===== src/eab_pkg.sv =====
// Purpose: shared constants for the external area bus controller
// Assumes: 24-bit internal address, 16-bit external data path
// Notes:   area configuration byte layout matches the per-area control byte
package eab_pkg;
  // area decode bounds
  localparam logic [23:0] EAB_BASIC_LO  = 24'h08_0000;
  localparam logic [23:0] EAB_BASIC_HI  = 24'hFB_FFFF;
  localparam logic [23:0] EAB_AREA1_LO  = 24'hFC_0000;
  localparam logic [23:0] EAB_AREA2_LO  = 24'hFD_0000;
  localparam logic [23:0] EAB_AREA3_LO  = 24'hFE_0000;
  localparam logic [23:0] EAB_AREA_SIZE = 24'h01_0000;
  localparam logic [23:0] EAB_RAM_LO    = 24'hFF_0000;
  localparam logic [23:0] EAB_RAM_HI    = 24'hFF_9FFF;
  // area control byte field positions
  localparam int EAB_F_WIDTH = 7;
  localparam int EAB_F_AST   = 6;
  localparam int EAB_F_CSPOL = 5;
  localparam int EAB_F_AW    = 4;
  localparam int EAB_F_WMS1  = 3;
  localparam int EAB_F_WMS0  = 2;
  localparam int EAB_F_WC1   = 1;
  localparam int EAB_F_WC0   = 0;
  // area control byte reset value
  localparam logic [7:0] EAB_AREA_RST = 8'hD3;
  // wait mode codes
  localparam logic [1:0] EAB_WM_PROG  = 2'h0;
  localparam logic [1:0] EAB_WM_NONE  = 2'h1;
  localparam logic [1:0] EAB_WM_PIN   = 2'h2;
  localparam logic [1:0] EAB_WM_AUTO  = 2'h3;
  // access sizes
  localparam logic [1:0] EAB_SZ_BYTE = 2'h0;
  localparam logic [1:0] EAB_SZ_WORD = 2'h1;
  localparam logic [1:0] EAB_SZ_LONG = 2'h2;
  // area indices (0 = none)
  localparam logic [1:0] EAB_AREA_NONE = 2'h0;

  // bus cycle states, gray codes along the usual path
  typedef enum logic [2:0] {
    EAB_IDLE = 3'b000,
    EAB_ADR1 = 3'b001,
    EAB_ADR2 = 3'b011,
    EAB_ADRW = 3'b010,
    EAB_DT1  = 3'b110,
    EAB_DT2  = 3'b111,
    EAB_DTW  = 3'b101,
    EAB_DT3  = 3'b100
  } eab_state_t;
endpackage


===== src/eab_ctrl.sv =====
// Purpose: external area bus controller, cycle sequencer and pin driver
// Assumes: cpu holds request, address, size and write data until done
// Notes:   pin wait modes are treated as program wait; no wait pin here
`timescale 1ns/100ps
// What this block does
// per-area bus width 8 or 16 bits
// data access 2 or 3 states
// 3-state access inserts 0..3 program waits
// internal accesses bypass area configuration
// basic area uses area 1 settings
// three 64k areas with own settings
// ram off merges ram window into basic
// reset gives normal 3-state external space
// multiplex: address and data never together
// multiplex address cycle is 2 states
// address cycle wait from address wait bit
// chip select active with per-area polarity
// chip select pins always driven, no software enable
// strobe or hold output, shared polarity
// 16 address outputs, always driven, no direction enable
// multiplex address placement follows width
// 8-bit area uses upper lane only
// 8-bit splits word and longword into bytes
// address cycle width matches area width
// wait mode decode, only with 3 states
// 16-bit byte lane by parity, long is two words
// write strobes per lane, one read strobe
// program waits between second and third states
// only external areas start cycles
module eab_ctrl
  import eab_pkg::*;
(
  input  wire logic        i_ref_clk,          // system clock
  input  wire logic        i_reset,            // async reset, active high
  // cpu side
  input  wire logic        i_req,              // access request, level
  input  wire logic        i_write,            // 1 write, 0 read
  input  wire logic [1:0]  i_size,             // byte, word, long
  input  wire logic [23:0] i_addr,             // internal address
  input  wire logic [31:0] i_wdata,            // write data, msb first
  output logic [31:0]      o_rdata,            // read data
  output logic             o_done,             // access finished, pulse
  output logic             o_internal,         // request not external
  // configuration
  input  wire logic [7:0]  i_area1_cfg,        // area control byte 1
  input  wire logic [7:0]  i_area2_cfg,        // area control byte 2
  input  wire logic [7:0]  i_area3_cfg,        // area control byte 3
  input  wire logic        i_strobe_polarity_bit,
  input  wire logic        i_multiplex_bus_enable,
  input  wire logic        i_onchip_ram_enable,
  // external pins
  output logic             o_area1_chip_select,
  output logic             o_area2_chip_select,
  output logic             o_area3_chip_select,
  output logic             o_address_strobe,   // strobe or hold
  output logic [15:0]      o_addr,             // address lines
  output logic [15:0]      o_data_out,         // data or mux lines out
  output logic [15:0]      o_data_oe,          // per-line drive enable
  input  wire logic [15:0] i_data_in,          // data or mux lines in
  output logic             o_read_strobe_n,
  output logic             o_upper_write_strobe_n,
  output logic             o_lower_write_strobe_n
);
  eab_state_t state_q, state_d;       // sequencer state
  logic [1:0]  area_q;                // latched area
  logic [1:0]  wait_q;                // remaining waits
  logic [1:0]  part_q;                // sub-access index
  logic [31:0] rdata_q;               // assembled read data
  logic        done_q;                // finish pulse
  logic [7:0]  cfg_q;                 // latched area config

  // decoder instance
  logic       ext_hit;
  logic [1:0] hit_area;
  eab_decode u_dec (
    .i_addr       (i_addr),
    .i_ram_enable (i_onchip_ram_enable),
    .o_external   (ext_hit),
    .o_area       (hit_area)
  );

  // pick config for decoded area
  wire [7:0] hit_cfg = (hit_area == 2'd2) ? i_area2_cfg :
                       (hit_area == 2'd3) ? i_area3_cfg : i_area1_cfg;
  assign o_internal = i_req && !ext_hit;

  // fields of the latched config, and the live multiplex enable
  wire is8   = cfg_q[EAB_F_WIDTH];
  wire ast3  = cfg_q[EAB_F_AST];
  wire aw    = cfg_q[EAB_F_AW];
  wire [1:0] wms = {cfg_q[EAB_F_WMS1], cfg_q[EAB_F_WMS0]};
  wire [1:0] wc  = {cfg_q[EAB_F_WC1], cfg_q[EAB_F_WC0]};
  wire mux   = i_multiplex_bus_enable;

  // data wait count decode
  function automatic logic [1:0] data_waits(input logic a3,
                                            input logic [1:0] m,
                                            input logic [1:0] c);
    if (!a3)
      data_waits = 2'd0;
    else if (m == EAB_WM_NONE)
      data_waits = 2'd0;
    else
      data_waits = c;
  endfunction

  // number of sub-accesses minus one
  wire [1:0] parts = is8 ? ((i_size == EAB_SZ_LONG) ? 2'd3 :
                            (i_size == EAB_SZ_WORD) ? 2'd1 : 2'd0) :
                           ((i_size == EAB_SZ_LONG) ? 2'd1 : 2'd0);
  wire last_part = (part_q == parts);

  // current byte/word address
  wire [23:0] cur_addr = is8 ? (i_addr + {22'd0, part_q}) :
                         (i_addr + {21'd0, part_q, 1'b0});
  wire byte16 = !is8 && (i_size == EAB_SZ_BYTE);
  wire odd    = cur_addr[0];
  wire use_hi = is8 || !byte16 || !odd;
  wire use_lo = !is8 && (!byte16 || odd);

  // write data slice for this sub-access
  wire [7:0]  wbyte = (i_size == EAB_SZ_BYTE) ? i_wdata[7:0] :
                      (i_size == EAB_SZ_WORD) ?
                        (part_q[0] ? i_wdata[7:0] : i_wdata[15:8]) :
                        i_wdata[31 - 8*part_q -: 8];
  wire [15:0] wword = (i_size == EAB_SZ_LONG) ?
                        (part_q[0] ? i_wdata[15:0] : i_wdata[31:16]) :
                        i_wdata[15:0];
  wire [15:0] wlanes = is8 ? {wbyte, 8'h00} :
                       byte16 ? (odd ? {8'h00, i_wdata[7:0]} :
                                       {i_wdata[7:0], 8'h00}) : wword;

  wire in_adr  = (state_q == EAB_ADR1) || (state_q == EAB_ADR2) ||
                 (state_q == EAB_ADRW);
  wire in_data = (state_q == EAB_DT1) || (state_q == EAB_DT2) ||
                 (state_q == EAB_DTW) || (state_q == EAB_DT3);
  wire data_end = (state_q == EAB_DT3) ||
                  ((state_q == EAB_DT2) && !ast3);
  wire start = i_req && ext_hit && !done_q;

  // next state
  always_comb begin
    state_d = state_q;
    unique case (state_q)
      EAB_IDLE: if (start) state_d = mux ? EAB_ADR1 : EAB_DT1;
      EAB_ADR1: state_d = EAB_ADR2;
      EAB_ADR2: state_d = aw ? EAB_ADRW : EAB_DT1;
      EAB_ADRW: state_d = EAB_DT1;
      EAB_DT1:  state_d = EAB_DT2;
      EAB_DT2: begin
        if (!ast3)
          state_d = last_part ? EAB_IDLE : (mux ? EAB_ADR1 : EAB_DT1);
        else if (wait_q != 2'd0)
          state_d = EAB_DTW;
        else
          state_d = EAB_DT3;
      end
      EAB_DTW:  if (wait_q == 2'd1) state_d = EAB_DT3;
      EAB_DT3:  state_d = last_part ? EAB_IDLE :
                          (mux ? EAB_ADR1 : EAB_DT1);
    endcase
  end

  // state and area latch; reset = area defaults, normal 3-state
  always_ff @(posedge i_ref_clk or posedge i_reset) begin
    if (i_reset) begin
      state_q <= EAB_IDLE;
      area_q  <= EAB_AREA_NONE;
      cfg_q   <= EAB_AREA_RST;
    end else begin
      state_q <= state_d;
      if (state_q == EAB_IDLE && start) begin
        area_q <= hit_area;
        cfg_q  <= hit_cfg;
      end else if (state_d == EAB_IDLE) begin
        area_q <= EAB_AREA_NONE;
      end
    end
  end

  // wait counter loads at first data state
  always_ff @(posedge i_ref_clk or posedge i_reset) begin
    if (i_reset)
      wait_q <= 2'd0;
    else if (state_q == EAB_DT1)
      wait_q <= data_waits(ast3, wms, wc);
    else if (state_q == EAB_DTW)
      wait_q <= wait_q - 2'd1;
  end

  // sub-access index and read assembly
  always_ff @(posedge i_ref_clk or posedge i_reset) begin
    if (i_reset) begin
      part_q  <= 2'd0;
      rdata_q <= 32'h0000_0000;
      done_q  <= 1'b0;
    end else begin
      done_q <= data_end && last_part;
      if (data_end && !i_write) begin
        if (is8)
          rdata_q <= {rdata_q[23:0], i_data_in[15:8]};
        else if (byte16)
          rdata_q <= {24'h00_0000,
                      odd ? i_data_in[7:0] : i_data_in[15:8]};
        else
          rdata_q <= {rdata_q[15:0], i_data_in};
      end
      if (data_end)
        part_q <= last_part ? 2'd0 : part_q + 2'd1;
    end
  end
  assign o_rdata = rdata_q;
  assign o_done  = done_q;

  // chip selects active while area accessed
  wire busy = (state_q != EAB_IDLE);
  wire cs1 = busy && (area_q == 2'd1);
  wire cs2 = busy && (area_q == 2'd2);
  wire cs3 = busy && (area_q == 2'd3);
  assign o_area1_chip_select = cs1 ^ !i_area1_cfg[EAB_F_CSPOL];
  assign o_area2_chip_select = cs2 ^ !i_area2_cfg[EAB_F_CSPOL];
  assign o_area3_chip_select = cs3 ^ !i_area3_cfg[EAB_F_CSPOL];

  // strobe in normal mode, hold in first address state in mux mode
  wire strobe = mux ? (state_q == EAB_ADR1) : in_data;
  assign o_address_strobe = strobe ^ !i_strobe_polarity_bit;

  // address lines; multiplex places address on shared lines
  assign o_addr = cur_addr[15:0];
  wire [15:0] mux_addr = is8 ? {cur_addr[7:0], 8'h00} :
                         cur_addr[15:0];
  wire [15:0] mux_oe   = is8 ? 16'hFF00 : 16'hFFFF;
  wire [15:0] lane_oe  = {{8{use_hi}}, {8{use_lo}}};
  wire wr_data = in_data && i_write;

  // shared lines carry address or data, never both
  assign o_data_out = (mux && in_adr) ? mux_addr : wlanes;
  assign o_data_oe  = (mux && in_adr) ? mux_oe :
                      (wr_data ? lane_oe : 16'h0000);

  // strobes in second data state onward
  // strobe must still stand in the last state, where read data is taken
  wire strb = (state_q == EAB_DT2) || (state_q == EAB_DTW) ||
              (state_q == EAB_DT3);
  assign o_read_strobe_n        = !(strb && !i_write);
  assign o_upper_write_strobe_n = !(strb && i_write && use_hi);
  assign o_lower_write_strobe_n = !(strb && i_write && use_lo);
endmodule


===== src/eab_decode.sv =====
// Purpose: address decode to area and external flag
// Assumes: address stable while request is held
// Notes:   combinational only
`timescale 1ns/100ps
module eab_decode
  import eab_pkg::*;
(
  input  wire logic [23:0] i_addr,        // internal address
  input  wire logic        i_ram_enable,  // on-chip ram enable
  output logic             o_external,    // address is external space
  output logic [1:0]       o_area         // 0 none, 1..3 area, basic maps to 1
);
  // range compares
  wire in_basic = (i_addr >= EAB_BASIC_LO) && (i_addr <= EAB_BASIC_HI);
  wire in_a1 = (i_addr >= EAB_AREA1_LO) && (i_addr < EAB_AREA2_LO);
  wire in_a2 = (i_addr >= EAB_AREA2_LO) && (i_addr < EAB_AREA3_LO);
  wire in_a3 = (i_addr >= EAB_AREA3_LO) &&
               (i_addr < (EAB_AREA3_LO + EAB_AREA_SIZE));
  // ram window merges into basic when ram is off
  wire in_ram = !i_ram_enable &&
                (i_addr >= EAB_RAM_LO) && (i_addr <= EAB_RAM_HI);

  assign o_external = in_basic || in_a1 || in_a2 || in_a3 || in_ram;
  // basic and merged ram use area 1 settings
  assign o_area = in_a2 ? 2'd2 :
                  in_a3 ? 2'd3 :
                  (in_a1 || in_basic || in_ram) ? 2'd1 :
                  EAB_AREA_NONE;
endmodule


===== config.mk =====
export PLATFORM = sky130hd
export DESIGN_NAME = eab_ctrl
export DESIGN_NICKNAME = d
export VERILOG_FILES = /design/src/eab_pkg.sv /design/src/eab_ctrl.sv /design/src/eab_decode.sv
export SDC_FILE = /design/constraint.sdc
export NUM_CORES = 1
export LEC_CHECK = 0
export BUFFER_PORTS_ARGS = -buffer_cell sky130_fd_sc_hd__clkbuf_2
export CORE_ASPECT_RATIO = 1.75
export CORE_MARGIN = 10
export CORE_UTILIZATION = 45
export DETAILED_ROUTE_END_ITERATION = 8
export PLACE_DENSITY = 0.83
export SYNTH_ARGS = -nofsm -noshare
export SYNTH_HDL_FRONTEND = slang
export SYNTH_SLANG_ARGS = --single-unit

===== constraint.sdc =====
create_clock -name i_ref_clk -period 5.85 [get_ports i_ref_clk]
set_input_delay 1.755 -clock i_ref_clk [delete_from_list [all_inputs] [get_ports i_ref_clk]]
set_output_delay 1.755 -clock i_ref_clk [all_outputs]
set_load 0.05 [all_outputs]

==> impl_metrics.csv <==
group,metric,value,unit
clock_tree,clockBufferDepth,2,
grt,grt-ovfl-total,0,
synthesis,synth-edff-count,0,
synthesis,ys.warnings.count,0,
floorplanning,core,9910,um2
hold_path,hp-class,"flop to flop",
placed_design,io_buffers,193,
setup_path,worstPathArrival,3.84,ns
hold_path,hp-start,"cfg_q[6]",
sta,slew_headroom,32.22,%
clock_tree,postCtsHoldBufs,0,
status,status,"finished clean",
clock_tree,cts_setup_buffers,0,
job,max_cap_violations,0,
detailed_routing,viasPerCell,5.912,
power,ir_drop,0.4142,mV
clock_tree,clkSinkCount,49,
placed_design,hpwl,13280,um
sta,rsz0062_at_grt,"false",
grt,antenna_found_initial,0,
sta,finClkSkew,0.002550,ns
clock_tree,cts_buffers,5,
setup_path,critPathCaptureType,"primary output",
finish,syn2layout_area_growth,23.75,%
synthesis,synth_fp_nets,684,
floorplanning,dieArea,14730,um2
synthesis,synth.avg_cell_area,8.034,um2
grt,grt_pass1_vias,5230,
sta,setup_slack,0.2577,ns
placed_design,gp_congestion,0.9276,
sta,worstMarginPinSlew,1.015,ns
setup_path,worst-setup-path-type,"input port to primary output",
clock_tree,worstSkewPairLatency,0.29,ns
clock_tree,cts_tree,"built",
setup_path,crit_family,"adder cells",
sta,finalHoldViolCount,0,
placed_design,place_area,5504,um2
sta,max_freq,178.8,MHz
power,power.leakage,2.705,nW
synthesis,synth_cell_types,69,
clock_tree,ctsRootBufferMaster,"clkbuf_16",
setup_path,r2r_start,"cfg_q[7]",
floorplanning,die_h,153.2,um
clock_tree,cts_repair_resize_count,0,
setup_path,crit_path_start_kind,"input port",
setup_path,startpoint,"i_addr[1]",
synthesis,ys.flop_type,"dfrtp_1",
detailed_routing,wl,16510,um
clock_tree,cts_htree_levels,2,
grt,grt_max_degree,65,
detailed_routing,firstDrtPassIters,5,
synthesis,synth_seq_cells,49,
floorplanning,ios,194,
grt,met3_usage,3.335,%
power,p_per_area,598.3,nW/um2
setup_path,worstPathMaxFanout,5,
setup_path,crit_buf_inv,3,
floorplanning,die_x,96.12,um
detailed_routing,dr.first_iter.drc_count,226,
grt,use_met2,40.07,%
floorplanning,start_util,46.05,%
finish,final_cells,850,
grt,busiest_layer,"met2",
synthesis,async_reset_ff_share,100.0,%
sta,timing.final.crit_share,95.59,%
grt,grt_pass1_wl,25700,um
synthesis,syn-instance-count,568,
setup_path,crit_top_cell,"clkbuf_2",
grt,track_usage,21.62,%
setup_path,crit_slowest_cell,"fa_1",
sta,setup_tns,0,ns
placed_design,place_ws,0.2693,ns
detailed_routing,vias,5025,
detailed_routing,wire_per_inst,19.42,um
grt,met1_usage,22.30,%
setup_path,worst-r2r-setup-slack,3.65,ns
clock_tree,clk_pin_slew,0.06,ns
finish,utilization,56.98,%
sta,setup_viol,0,
synthesis,netlist_area,4563,um2
power,finalPower,3.378,mW
synthesis,ys_seq_area_share,27.01,%
sta,period_minus_slack,5.592,ns
setup_path,path_cells,"clkbuf_2 > ha_1 > inv_1 > fa_1 > nor2_1 > a31oi_1 > nor4_2 > nand4_1 > xnor2_1 > clkbuf_2",
detailed_routing,drt.antenna.violating_nets,0,
setup_path,worstPathRequired,4.09,ns
sta,hold-worst-slack,0.4974,ns
finish,drive_above_1_share,34.34,%
detailed_routing,drc,0,
finish,final_nets,841,
setup_path,cp_slowest_stage_delay,0.45,ns
sta,drv_slew,0,
placed_design,place_inst,843,
finish,num_antenna_cells,0,
finish,final_area,5647,um2
floorplanning,fp-row-count,48,
-- power by group --
| part | internal [mW] | switching (mW) |
|---|---|---|
| Combinational | 0.683 | 1.70 |
| Sequential | 0.516 | 0.195 |
| Clock | 0.168 | 0.116 |
-- cells by family (layout without fill, tap and decap cells) --
group	Yosys count	in the layout	synth area share [%]
AO/OA/AOI/OAI	170	170	24.68
buffers and inverters	77	234	9.103
XOR/XNOR	32	32	6.142
AND/OR/NAND/NOR	202	202	23.01
adder cells (fa/ha/maj)	11	11	3.345
flip-flops	49	49	27.01
multiplexers	27	27	6.718
-- cell usage in the layout (no fill, tap or decap), types with 4 or more instances in the layout --
master       n
dfrtp_1     44
a211oi_1    10
nor2_1      56
clkbuf_2   191
a22oi_1      9
dfstp_2      5
o211a_1      4
nor3_1       8
a221o_1      4
mux2_2       9
mux2i_1     16
clkbuf_16    5
and3_1      21
a21o_1       5
nor2b_1      8
nor4_1       4
nand2_1     43
nand2b_1     8
a21oi_1     67
ha_1         9
xor2_1      12
and2_1       4
buf_4       12
nand3_1     21
xnor2_1     18
inv_1       20
o21a_1       7
a221oi_1     6
nand4_1      6
a31oi_1     12
o21ai_0     19
-- metal layers --
layer	part of all wire, %	wire, um
met1	35	5730
met2	55	8999
met3	6.9	1138
met4	3.9	641
met5	0	0
-- final cells by class --
cell class | count | area (um2)
timing repair buffer | 205 | 1086
tap | 125 | 156.4
clock buffer | 7 | 142.6
inverter | 22 | 90.09
fill | 948 | 4263
multi-input combinational | 442 | 2939
sequential | 49 | 1232
-- flip-flops by register name (all words and copies together) (netlist names) --
name and cells:
wait_q 2, o_rdata 32, state_q 3, part_q 2, cfg_q 7, area_q 2
o_done 1
-- path summary, 6_finish.rpt --
check / depth (start not counted) / end
setup / recovery: 10 / o_addr[15]
hold / removal: 2 / cfg_q[6]
setup reg to reg: 4 / area_q[1]
hold reg to reg: 2 / cfg_q[6]
max in group asynchronous: 2 / o_rdata[23]
min in group asynchronous: 2 / o_rdata[0]
-- Yosys cell counts (all sizes together) (6+ instances only) --
master / instances / area (um2)
a211oi: 10 / 75.07
a21oi: 69 / 356.6
a221oi: 7 / 67.56
a22oi: 9 / 67.56
a31oi: 13 / 96.34
and3: 21 / 131.4
buf: 42 / 272.8
clkbuf: 13 / 52.55
dfrtp: 44 / 1101
ha: 9 / 112.6
inv: 22 / 90.09
mux2: 9 / 101.4
mux2i: 16 / 160.2
nand2: 43 / 161.4
nand2b: 8 / 50.05
nand3: 23 / 132.6
nand4: 7 / 58.81
nor2: 60 / 240.2
nor2b: 8 / 50.05
nor3: 10 / 55.05
nor4: 6 / 50.04
o21a: 7 / 52.55
o21ai: 20 / 103.9
xnor2: 20 / 175.2
xor2: 12 / 105.1
-- tightest hold or removal path, stage by stage, from the launching register on --
cell	delay [ns]
dfstp_2	0.37
inv_1	0.06
mux2i_1	0.06
Power figures use the tool's default switching activity.
